[config.mk]
export PLATFORM = sky130hd
export DESIGN_NAME = reload_timers_three_four_five
export DESIGN_NICKNAME = d
export VERILOG_FILES = /design/src/reload_timers_pkg.sv /design/src/reload_timers_three_four_five.sv
export SDC_FILE = /design/constraint.sdc
export NUM_CORES = 1
export LEC_CHECK = 0
export ABC_AREA = 0
export BUFFER_PORTS_ARGS = -buffer_cell sky130_fd_sc_hd__buf_2
export CAP_MARGIN = 15
export CORE_MARGIN = 2
export CORE_UTILIZATION = 40
export CTS_BUF_LIST = sky130_fd_sc_hd__clkbuf_8 sky130_fd_sc_hd__clkbuf_16
export CTS_CLUSTER_DIAMETER = 80
export CTS_CLUSTER_SIZE = 24
export DETAILED_ROUTE_END_ITERATION = 7
export SLEW_MARGIN = 20
export SYNTH_ARGS = -nofsm -noshare
export SYNTH_HDL_FRONTEND = slang
export SYNTH_SLANG_ARGS = --single-unit
[constraint.sdc]
create_clock -name core_clk_i -period 6.5 [get_ports core_clk_i]
set_input_delay 0.975 -clock core_clk_i [delete_from_list [all_inputs] [get_ports core_clk_i]]
set_output_delay 0.975 -clock core_clk_i [all_outputs]
set_load 0.01 [all_outputs]
[src/reload_timers_pkg.sv]
// Package: register map, field layout and types for the reload timers
package reload_timers_pkg;

    // Register offsets (printed offsets are not all multiples of four,
    // so each is a register index; byte address is four times it)
    localparam logic [15:0] TIMER_FOUR_COUNT_LOW_IDX   = 16'h00ac;
    localparam logic [15:0] TIMER_FOUR_COUNT_HIGH_IDX  = 16'h00ad;
    localparam logic [15:0] TIMER_THREE_COUNT_LOW_IDX  = 16'h00ae;
    localparam logic [15:0] TIMER_THREE_COUNT_HIGH_IDX = 16'h00af;
    localparam logic [15:0] TIMERS_THREE_FOUR_CTRL_IDX = 16'h00cf;
    localparam logic [15:0] TIMER_FIVE_COUNT_HIGH_IDX  = 16'ha063;
    localparam logic [15:0] TIMER_FIVE_CONTROL_IDX     = 16'ha068;
    localparam logic [15:0] TIMER_FIVE_COUNT_LOW_IDX   = 16'ha069;
    localparam logic [15:0] TIMER_FIVE_COUNT_MID_IDX   = 16'ha06a;

    // Bit positions inside each four-bit group of the shared control
    localparam int GRP_FLAG = 3;
    localparam int GRP_MODE = 2;
    localparam int GRP_RUN  = 1;
    localparam int GRP_IEN  = 0;

    // Timer five control field positions
    localparam int T5_FLAG    = 7;
    localparam int T5_SEL_HI  = 6;
    localparam int T5_SEL_LO  = 5;
    localparam int T5_MODE    = 4;
    localparam int T5_RUN     = 3;
    localparam int T5_IEN     = 0;

    // Reset values
    localparam logic [7:0]  CTRL_RESET  = 8'h00;
    localparam logic [15:0] COUNT16_RST = 16'h0000;
    localparam logic [23:0] COUNT24_RST = 24'h000000;

    // One timer group's control bits
    typedef struct packed {
        logic flag;
        logic reload_select;
        logic run;
        logic irq_enable;
    } timer_ctrl_t;

    // Timer five control bits
    typedef struct packed {
        logic       flag;
        logic [1:0] clock_select;
        logic       reload_select;
        logic       run;
        logic       irq_enable;
    } timer5_ctrl_t;

endpackage

[src/reload_timers_three_four_five.sv]
// Reload timers three, four (16 bit) and five (24 bit) with APB access
// Operation
// - Timers three and four are 16-bit counters on the system clock.
// - Shared control: timer four bits 7-4, timer three bits 3-0.
// - Timer three/four overflow sets flag; only software clears it.
// - Mode bit 1 selects auto-reload, 0 free-running, timers three/four.
// - Timers three/four count only while run bit set; clear holds value.
// - Timer three/four interrupt request passes only when enable is 1.
// - Count byte write loads reload byte in reload mode, else counter.
// - Any count byte read returns live counter; no snapshot taken.
// - Timer five is a 24-bit counter in low, middle, high bytes.
// - Timer five select 00/01 fast oscillator, 10/11 slow 32k clock.
// - Timer five counts source ticks on the system clock; clock enable low freezes it.
// - Timer five overflow sets bit 7 flag; only software clears it.
// - Timer five bit 4 selects auto-reload when 1, free-run when 0.
// - Timer five counts only while bit 3 run is set.
// - Timer five interrupt request passes only while bit 0 is 1.
// - Timer five count byte write: reload byte or live counter byte.
//
// The APB slave port was left to the implementer.
`timescale 1ns/1ps

module reload_timers_three_four_five (
    // Clock, reset and enable
    input  wire logic        core_clk_i,
    input  wire logic        rst_n_i,
    input  wire logic        clk_en_i,
    // APB slave
    input  wire logic        psel_i,
    input  wire logic        penable_i,
    input  wire logic        pwrite_i,
    input  wire logic [17:0] paddr_i,
    input  wire logic [31:0] pwdata_i,
    input  wire logic [3:0]  pstrb_i,
    output logic      [31:0] prdata_o,
    output logic             pready_o,
    output logic             pslverr_o,
    // Timer five tick sources, synchronous one-cycle enables
    input  wire logic        fast_osc_tick_i,
    input  wire logic        slow_32k_tick_i,
    // Gated overflow interrupt requests
    output logic             timer_three_irq_o,
    output logic             timer_four_irq_o,
    output logic             timer_five_irq_o
);

    // Control state
    reload_timers_pkg::timer_ctrl_t  ctrl_three;
    reload_timers_pkg::timer_ctrl_t  ctrl_four;
    reload_timers_pkg::timer5_ctrl_t ctrl_five;

    // Counters and reload registers
    logic [15:0] count_three;
    logic [15:0] count_four;
    logic [23:0] count_five;
    logic [15:0] reload_three;
    logic [15:0] reload_four;
    logic [23:0] reload_five;

    // APB decode
    wire        access   = psel_i & penable_i;
    wire        wr_en    = access & pwrite_i & pstrb_i[0];
    wire [15:0] word_idx = paddr_i[17:2];
    wire        hit_t4l  = word_idx
                          == reload_timers_pkg::TIMER_FOUR_COUNT_LOW_IDX;
    wire        hit_t4h  = word_idx
                          == reload_timers_pkg::TIMER_FOUR_COUNT_HIGH_IDX;
    wire        hit_t3l  = word_idx
                          == reload_timers_pkg::TIMER_THREE_COUNT_LOW_IDX;
    wire        hit_t3h  = word_idx
                          == reload_timers_pkg::TIMER_THREE_COUNT_HIGH_IDX;
    wire        hit_c34  = word_idx
                          == reload_timers_pkg::TIMERS_THREE_FOUR_CTRL_IDX;
    wire        hit_t5h  = word_idx
                          == reload_timers_pkg::TIMER_FIVE_COUNT_HIGH_IDX;
    wire        hit_c5   = word_idx
                          == reload_timers_pkg::TIMER_FIVE_CONTROL_IDX;
    wire        hit_t5l  = word_idx
                          == reload_timers_pkg::TIMER_FIVE_COUNT_LOW_IDX;
    wire        hit_t5m  = word_idx
                          == reload_timers_pkg::TIMER_FIVE_COUNT_MID_IDX;
    wire        hit_any  = hit_t4l | hit_t4h | hit_t3l | hit_t3h | hit_c34
                         | hit_t5h | hit_c5 | hit_t5l | hit_t5m;
    wire        misalign = paddr_i[1:0] != 2'h0;
    wire [7:0]  wbyte    = pwdata_i[7:0];

    // Zero-wait slave; unmapped or misaligned answer an error
    assign pready_o  = 1'b1;
    assign pslverr_o = access & (~hit_any | misalign);
    wire   wr_ok     = wr_en & ~misalign & clk_en_i;

    // Tick steering for timer five
    wire t5_tick = ctrl_five.clock_select[1] ? slow_32k_tick_i
                                             : fast_osc_tick_i;

    // Count enables and overflow detection
    wire inc_three = clk_en_i & ctrl_three.run;
    wire inc_four  = clk_en_i & ctrl_four.run;
    wire inc_five  = clk_en_i & ctrl_five.run & t5_tick;
    wire ovf_three = inc_three & (&count_three);
    wire ovf_four  = inc_four  & (&count_four);
    wire ovf_five  = inc_five  & (&count_five);

    // Byte write strobes into counter or reload
    wire w3l = wr_ok & hit_t3l;
    wire w3h = wr_ok & hit_t3h;
    wire w4l = wr_ok & hit_t4l;
    wire w4h = wr_ok & hit_t4h;
    wire w5l = wr_ok & hit_t5l;
    wire w5m = wr_ok & hit_t5m;
    wire w5h = wr_ok & hit_t5h;

    // Next values of timer three
    logic [15:0] next_count_three;
    logic [15:0] next_reload_three;
    always_comb begin
        next_count_three  = count_three;
        next_reload_three = reload_three;
        if (ovf_three) begin
            next_count_three = ctrl_three.reload_select
                ? reload_three : reload_timers_pkg::COUNT16_RST;
        end else if (inc_three) begin
            next_count_three = count_three + 16'h0001;
        end
        if (ctrl_three.reload_select) begin
            if (w3l) next_reload_three[7:0]  = wbyte;
            if (w3h) next_reload_three[15:8] = wbyte;
        end else begin
            if (w3l) next_count_three[7:0]  = wbyte;
            if (w3h) next_count_three[15:8] = wbyte;
        end
    end

    // Next values of timer four
    logic [15:0] next_count_four;
    logic [15:0] next_reload_four;
    always_comb begin
        next_count_four  = count_four;
        next_reload_four = reload_four;
        if (ovf_four) begin
            next_count_four = ctrl_four.reload_select
                ? reload_four : reload_timers_pkg::COUNT16_RST;
        end else if (inc_four) begin
            next_count_four = count_four + 16'h0001;
        end
        if (ctrl_four.reload_select) begin
            if (w4l) next_reload_four[7:0]  = wbyte;
            if (w4h) next_reload_four[15:8] = wbyte;
        end else begin
            if (w4l) next_count_four[7:0]  = wbyte;
            if (w4h) next_count_four[15:8] = wbyte;
        end
    end

    // Next values of timer five
    logic [23:0] next_count_five;
    logic [23:0] next_reload_five;
    always_comb begin
        next_count_five  = count_five;
        next_reload_five = reload_five;
        if (ovf_five) begin
            next_count_five = ctrl_five.reload_select
                ? reload_five : reload_timers_pkg::COUNT24_RST;
        end else if (inc_five) begin
            next_count_five = count_five + 24'h000001;
        end
        if (ctrl_five.reload_select) begin
            if (w5l) next_reload_five[7:0]   = wbyte;
            if (w5m) next_reload_five[15:8]  = wbyte;
            if (w5h) next_reload_five[23:16] = wbyte;
        end else begin
            if (w5l) next_count_five[7:0]   = wbyte;
            if (w5m) next_count_five[15:8]  = wbyte;
            if (w5h) next_count_five[23:16] = wbyte;
        end
    end

    // Control writes; hardware set of a flag wins over software clear
    reload_timers_pkg::timer_ctrl_t  next_ctrl_three;
    reload_timers_pkg::timer_ctrl_t  next_ctrl_four;
    reload_timers_pkg::timer5_ctrl_t next_ctrl_five;
    always_comb begin
        next_ctrl_three = ctrl_three;
        next_ctrl_four  = ctrl_four;
        next_ctrl_five  = ctrl_five;
        if (wr_ok & hit_c34) begin
            next_ctrl_four  = wbyte[7:4];
            next_ctrl_three = wbyte[3:0];
        end
        if (wr_ok & hit_c5) begin
            next_ctrl_five.flag          = wbyte[reload_timers_pkg::T5_FLAG];
            next_ctrl_five.clock_select  =
                wbyte[reload_timers_pkg::T5_SEL_HI:reload_timers_pkg::T5_SEL_LO];
            next_ctrl_five.reload_select = wbyte[reload_timers_pkg::T5_MODE];
            next_ctrl_five.run           = wbyte[reload_timers_pkg::T5_RUN];
            next_ctrl_five.irq_enable    = wbyte[reload_timers_pkg::T5_IEN];
        end
        if (ovf_three) next_ctrl_three.flag = 1'b1;
        if (ovf_four)  next_ctrl_four.flag  = 1'b1;
        if (ovf_five)  next_ctrl_five.flag  = 1'b1;
    end

    // State registers; clock enable freezes everything
    always_ff @(posedge core_clk_i or negedge rst_n_i) begin
        if (!rst_n_i) begin
            ctrl_three   <= '0;
            ctrl_four    <= '0;
            ctrl_five    <= '0;
            count_three  <= reload_timers_pkg::COUNT16_RST;
            count_four   <= reload_timers_pkg::COUNT16_RST;
            count_five   <= reload_timers_pkg::COUNT24_RST;
            reload_three <= reload_timers_pkg::COUNT16_RST;
            reload_four  <= reload_timers_pkg::COUNT16_RST;
            reload_five  <= reload_timers_pkg::COUNT24_RST;
        end else if (clk_en_i) begin
            ctrl_three   <= next_ctrl_three;
            ctrl_four    <= next_ctrl_four;
            ctrl_five    <= next_ctrl_five;
            count_three  <= next_count_three;
            count_four   <= next_count_four;
            count_five   <= next_count_five;
            reload_three <= next_reload_three;
            reload_four  <= next_reload_four;
            reload_five  <= next_reload_five;
        end
    end

    // Read mux: live counters, no snapshot of sibling bytes
    wire [7:0] c5_read = {ctrl_five.flag, ctrl_five.clock_select,
                          ctrl_five.reload_select, ctrl_five.run,
                          2'h0, ctrl_five.irq_enable};
    logic [7:0] rd_byte;
    always_comb begin
        if (hit_t4l)      rd_byte = count_four[7:0];
        else if (hit_t4h) rd_byte = count_four[15:8];
        else if (hit_t3l) rd_byte = count_three[7:0];
        else if (hit_t3h) rd_byte = count_three[15:8];
        else if (hit_c34) rd_byte = {ctrl_four, ctrl_three};
        else if (hit_c5)  rd_byte = c5_read;
        else if (hit_t5l) rd_byte = count_five[7:0];
        else if (hit_t5m) rd_byte = count_five[15:8];
        else if (hit_t5h) rd_byte = count_five[23:16];
        else              rd_byte = 8'h00;
    end
    assign prdata_o = {24'h000000, rd_byte};

    // Interrupt requests follow the sticky flags, gated by enables
    assign timer_three_irq_o = ctrl_three.flag & ctrl_three.irq_enable;
    assign timer_four_irq_o  = ctrl_four.flag  & ctrl_four.irq_enable;
    assign timer_five_irq_o  = ctrl_five.flag  & ctrl_five.irq_enable;

endmodule

# ---- Yosys cells after proc, flatten, opt, wreduce, memory -nomap -nowiden
# Cells that the tools add are included.
dict set report totals {
  regBits 126
  out_inout_bits 37
}
dict set report op_classes {
  addsub 3
  eq_ne 9
  n_mux 35
  n_bitwise 36
  n_reduce_logical 19
}
# operator n
set ops {}
lappend ops {{16-bit two-way mux} 8}
lappend ops {{8-bit two-way mux} 16}
lappend ops {{24-bit two-way mux} 4}
lappend ops {{16-bit by 8-bit equality test with 1-bit output (second input constant)} 5}
lappend ops {{16-bit equality test (second input constant)} 4}
lappend ops {{16-bit by 1-bit adder with 16-bit output (second input constant)} 2}
lappend ops {{16-bit AND reduction} 2}
lappend ops {{1-bit AND} 25}
lappend ops {{24-bit by 1-bit adder with 24-bit output (second input constant)} 1}
lappend ops {{24-bit AND reduction} 1}
lappend ops {{3-bit AND reduction} 7}
lappend ops {{2-bit AND reduction} 5}
lappend ops {{1-bit bitwise OR} 9}
lappend ops {{4-bit two-way mux} 2}
lappend ops {{2-bit nonzero test} 4}
lappend ops {{6-bit two-way mux} 1}
lappend ops {{1-bit two-way mux} 4}
lappend ops {{1-bit NOT} 2}

# ---- Longest topological paths before layout
dict set report depth {
  ltp_word 12
  mapped_depth 9
  depth_no_buf 7
}

# ---- Least setup slack after synthesis
# No wires, ideal clock.
dict set report synth_timing {
  kind {input-to-output}
  start {input port paddr_i[11]}
  end {output port prdata_o[2]}
  arrival_time_ns 2.811
  t_required_ns 5.525
  path_slack_ns 2.714
  stages 6
  cell_sequence {or4_4 -> or4_1 -> buf_2 -> nor3_4 -> a22oi_1 -> o21ai_0}
}
dict set report synth_between {
  elab_chain_len 10
  word_cells_on_any_way 18
  cone_classes {eq/ne (9); mux (9)}
}
# element line
set synth_lines {}
lappend synth_lines {{start, declared} reload_timers_three_four_five.sv:32} ;# input wire logic [17:0] paddr_i,
lappend synth_lines {{16-bit equality test} reload_timers_three_four_five.sv:75} ;# == reload_timers_pkg::TIMER_FIVE_COUNT_HIGH_IDX;
lappend synth_lines {{8-bit two-way mux} reload_timers_three_four_five.sv:242} ;# else if (hit_t5h) rd_byte = count_five[23:16];
lappend synth_lines {{8-bit two-way mux} reload_timers_three_four_five.sv:241} ;# else if (hit_t5m) rd_byte = count_five[15:8];
lappend synth_lines {{8-bit two-way mux} reload_timers_three_four_five.sv:240} ;# else if (hit_t5l) rd_byte = count_five[7:0];
lappend synth_lines {{8-bit two-way mux} reload_timers_three_four_five.sv:239} ;# else if (hit_c5) rd_byte = c5_read;
lappend synth_lines {{8-bit two-way mux} reload_timers_three_four_five.sv:238} ;# else if (hit_c34) rd_byte = {ctrl_four, ctrl_three};
lappend synth_lines {{8-bit two-way mux} reload_timers_three_four_five.sv:237} ;# else if (hit_t3h) rd_byte = count_three[15:8];
lappend synth_lines {{8-bit two-way mux} reload_timers_three_four_five.sv:236} ;# else if (hit_t3l) rd_byte = count_three[7:0];
lappend synth_lines {{8-bit two-way mux} reload_timers_three_four_five.sv:235} ;# else if (hit_t4h) rd_byte = count_four[15:8];
lappend synth_lines {{8-bit two-way mux (*)} reload_timers_three_four_five.sv:234} ;# if (hit_t4l) rd_byte = count_four[7:0];
lappend synth_lines {{end, declared} reload_timers_three_four_five.sv:35} ;# output logic [31:0] prdata_o,
# Mark *: on every way between the ends. The rest lies on a longest branch, timed or not.

# ---- Worst setup path in the final report
dict set report layout_timing {
  start {input port paddr_i[2]}
  end {output port prdata_o[5]}
}
# Same word-level chain as after synthesis.

==> implementation parameters <==
Parameter                              Value

Synth
  Area share of the largest cell type after synthesis    0.4098
  Warning count from the yosys run    0
  Main combinational cell family by area after synthesis    simple AND/OR/NAND/NOR gates
  Post-synthesis area per instance    around 9.1 sq um
  Seq/Total Area, Yosys    0.4098
  Parity-gate share of the synthesized area counting xor and xnor cells    0.03757
  Post-synthesis compound-gate area fraction    0.1657
  Mapped Cells    between 800 and 900
  Post-synth EDFFs    0
  Basic-gate share of the synthesized area counting and, or, nand and nor cells    0.2052
  Netlist area before placement    a little under 0.008 sq mm
  Commonest cells in the netlist    sky130_fd_sc_hd__dfrtp_1 (126), sky130_fd_sc_hd__nand2_1 (105), sky130_fd_sc_hd__mux2_2 (59)
  Flops & latches, synth    between 100 and 150
  Main flop type after synthesis    sky130_fd_sc_hd__dfrtp_1
  Most area-consuming cells after synthesis    sky130_fd_sc_hd__dfrtp_1 (41%), sky130_fd_sc_hd__mux2_2 (8.6%), sky130_fd_sc_hd__nand2_1 (5.1%)
  Synthesized-area fraction occupied by adder cells    0.004879
  Mux share of post-synthesis cell area    0.1173
  Yosys top cell by area    sky130_fd_sc_hd__dfrtp_1
  Most frequently used cell type in the post-synthesis netlist    sky130_fd_sc_hd__dfrtp_1
  Number of distinct library cells after synthesis    between 60 and 70
  Share of synthesized registers carrying an async set or reset    1.000

Layout
  Footprint of the flip-flops and latches    around 0.0032 sq mm
  Multi-input gate area in the final layout    roughly 0.0042 sq mm
  Layout area overhead    10.77%
  Ratio of cells with drive above 1 in the final layout    0.1781
  Antenna diode count    0
  Number of inserted filler cells in the final layout    ~1800
  Final instance area    around 0.0085 sq mm
  # nets final    roughly 930

Clock network
  Insertion delay to the later sink of the worst-skew pair    between 0.4 and 0.5 ns
  Number of instances resized during post-cts repair    0
  Number of clock buffers inserted by TritonCTS    17
  H-tree depth    4
  TritonCTS clock tree    built
  Number of buffers on the longest clock path    2
  CTS root buffer    sky130_fd_sc_hd__clkbuf_16
  Post-CTS Repair Setup Buffers    0
  Cts-stage hold buffer count    0
  Clock-pin slew on the worst setup and hold paths    0.05 ns
  Sinks on the clock net    between 100 and 150

Detailed routing
  Routed vias/inst    just over 6
  Detailed-route via count    6707
  DRC Markers    0
  Number of search-and-repair iterations in the first detailed-routing pass    5
  ANT nets after route    0
  DRT iter0 DRCs    726
  Routed wire length per instance    around 21 um
  Total routed wirelength    about 23000 um

Min path
  Hold/Removal Path Class    flop to flop

Floorplanning
  Initial cell density of the core    0.4099
  Die footprint    a little over 0.02 sq mm
  Die W    approximately 140 um
  Number of top-level pins    about 100
  Core footprint    0.01877 sq mm
  Vert. Die Dim    142.7 um
  Rows    50

Power and ir drop
  Worst vdd rail ir drop    between 100 and 150 uV
  P_leak    3.785 nW
  PwrDens    ~220 mW/mm^2

GRT
  Global-route total usage across every layer    0.2386
  Antenna violations before repair    0
  Grt ovf    0
  First-pass GRT wire length    around 37000 um
  Vias in the first global route    roughly 6200
  Largest net degree at the start of global routing    66

Placement
  Placed standard-cell area    just under 0.008 sq mm
  Post-DP HPWL    about 16000 um
  Routability congestion estimate from global placement    about 0.9
  Total of buffers placed on input and output ports    46

Timing
  Crit share post-route    0.6816
  Transition at the pin with the smallest max-transition slack    0.9486 ns
  Number of setup violations in the final report    0
  Final setup TNS    0 ns
  Clock skew after layout    between 0.004 and 0.005 ns
  RSZ-0062 raised after global routing    no
  Endpoints failing hold    0
  Slew HR    0.3676
  Time the final worst path needs with I/O delays and setup    4.430 ns
  Max-slew violation count    0
  Max Clock Freq    0.2257 GHz

Run status
  Outcome    completed

Critical path
  Cell at the slowest stage of the critical path    sky130_fd_sc_hd__buf_2
  Register-to-register path setup slack    between 3 and 4 ns
  Number of buffers and inverters on the critical path    2
  Delay contributed by the slowest stage of the critical path    approximately 0.7 ns
  Crit Path Class    input pin to primary output
  Cell-by-cell trace of the critical path    buf_2, nand2_1, nor3_2, a22oi_1, a21oi_1, buf_2
  Worst Setup Start Kind    input pin
  Critical Path Sink Type    primary output
  Worst-path maximum fanout    39
  Most repeated library cell on the critical path    sky130_fd_sc_hd__buf_2
  Required time of the critical path    ~5.5 ns
  Arrival time of data at the critical path endpoint    ~3.5 ns
  Kind of cell with the highest combined delay on the critical path    simple AND/OR/NAND/NOR gates

Flow run
  Number of violations of the max-capacitance limit    0
## where the power goes
part	internal (mW)	switching [mW]
registers	0.800	0.0293
clock network	0.554	0.364
logic	0.0480	0.106
## placed cells by master, fill, tap and decap left out, types with 17 or more instances in the layout
| cell | synthesis | final |
|---|---|---|
| sky130_fd_sc_hd__buf_2 | 6 | 45 |
| sky130_fd_sc_hd__a21oi_1 | 52 | 52 |
| sky130_fd_sc_hd__nand2_1 | 105 | 105 |
| sky130_fd_sc_hd__nor3_1 | 20 | 20 |
| sky130_fd_sc_hd__a211oi_1 | 20 | 20 |
| sky130_fd_sc_hd__and3_1 | 18 | 18 |
| sky130_fd_sc_hd__clkbuf_16 | 0 | 17 |
| sky130_fd_sc_hd__o21ai_0 | 44 | 44 |
| sky130_fd_sc_hd__mux2_2 | 59 | 59 |
| sky130_fd_sc_hd__inv_1 | 17 | 19 |
| sky130_fd_sc_hd__nand3_1 | 32 | 32 |
| sky130_fd_sc_hd__conb_1 | 2 | 25 |
| sky130_fd_sc_hd__dfrtp_1 | 126 | 126 |
| sky130_fd_sc_hd__xnor2_1 | 21 | 21 |
| sky130_fd_sc_hd__mux2i_1 | 17 | 17 |
| sky130_fd_sc_hd__nor2_1 | 49 | 49 |
## layer usage
layer  vias up  GRT usage  routed length [um]
met5         -          0                   0
met4         0    0.08181                 562
met3        53    0.05332                1812
met2       289     0.3550               10530
met1      3286     0.3431               10560
li1       3079          -                   -
## area by class of cell
| class | count | area share |
|---|---|---|
| clock buffers | 17 | 0.04992 |
| well taps | 234 | 0.03436 |
| inverters | 17 | 0.007488 |
| multi-input cells | 651 | 0.4916 |
| flip-flops and latches | 126 | 0.3700 |
| repair buffers | 50 | 0.03127 |
| clock inverters | 15 | 0.01542 |
## flip-flops by register name (all words and copies together), names as in the netlist
register      cells
c5_read           6
count_five       24
count_four       16
count_three      16
ctrl_four         4
ctrl_three        4
reload_five      24
reload_four      16
reload_three     16
## metrics by stage
stage / util / cells / hold WS (ns) / total power, mW / setup slack (ns)
final: 0.4541 / 1110 / 0.4806 / 1.902 / 2.070
after global routing: 0.4541 / 1110 / 0.4972 / 1.967 / 1.999
after CTS: 0.4534 / 1110 / 0.4847 / 1.908 / 2.152
after detailed placement: 0.4237 / 1078 / 0.4722 / 0.9941 / 2.169
after global placement: 0.4237 / 1078 / 0.4637 / 0.9935 / 2.127
after floorplan: - / 868 / 0.4450 / 0.9324 / 2.714
## cell families (layout without fill, tap and decap cells)
kind of cell / count (synthesis) / after routing
and+or+nand+nor: 309 / 309
AOI/OAI and AO/OA: 202 / 202
DFF: 126 / 126
buffers and inverters: 91 / 99
muxes: 79 / 79
xor gates and xnor gates: 33 / 33
adders and majority gates: 3 / 3
other: 2 / 25
## path summary, 6_finish.rpt
path,start,depth (start not counted),endpoint
setup reg to reg,c5_read[6],6,count_five[1]
hold / removal,reload_three[9],2,reload_three[9]
setup / recovery,paddr_i[2],6,prdata_o[5]
max in group asynchronous,rst_n_i,2,count_five[16]
hold reg to reg,reload_three[9],2,reload_three[9]
min in group asynchronous,rst_n_i,1,reload_four[14]
## tightest hold or removal path, cell delays in order (launching register included)
cell and delay, ns:
sky130_fd_sc_hd__dfrtp_1 0.34, sky130_fd_sc_hd__nand2_1 0.05, sky130_fd_sc_hd__o21ai_0 0.06
(Power assumes the default switching activity.)
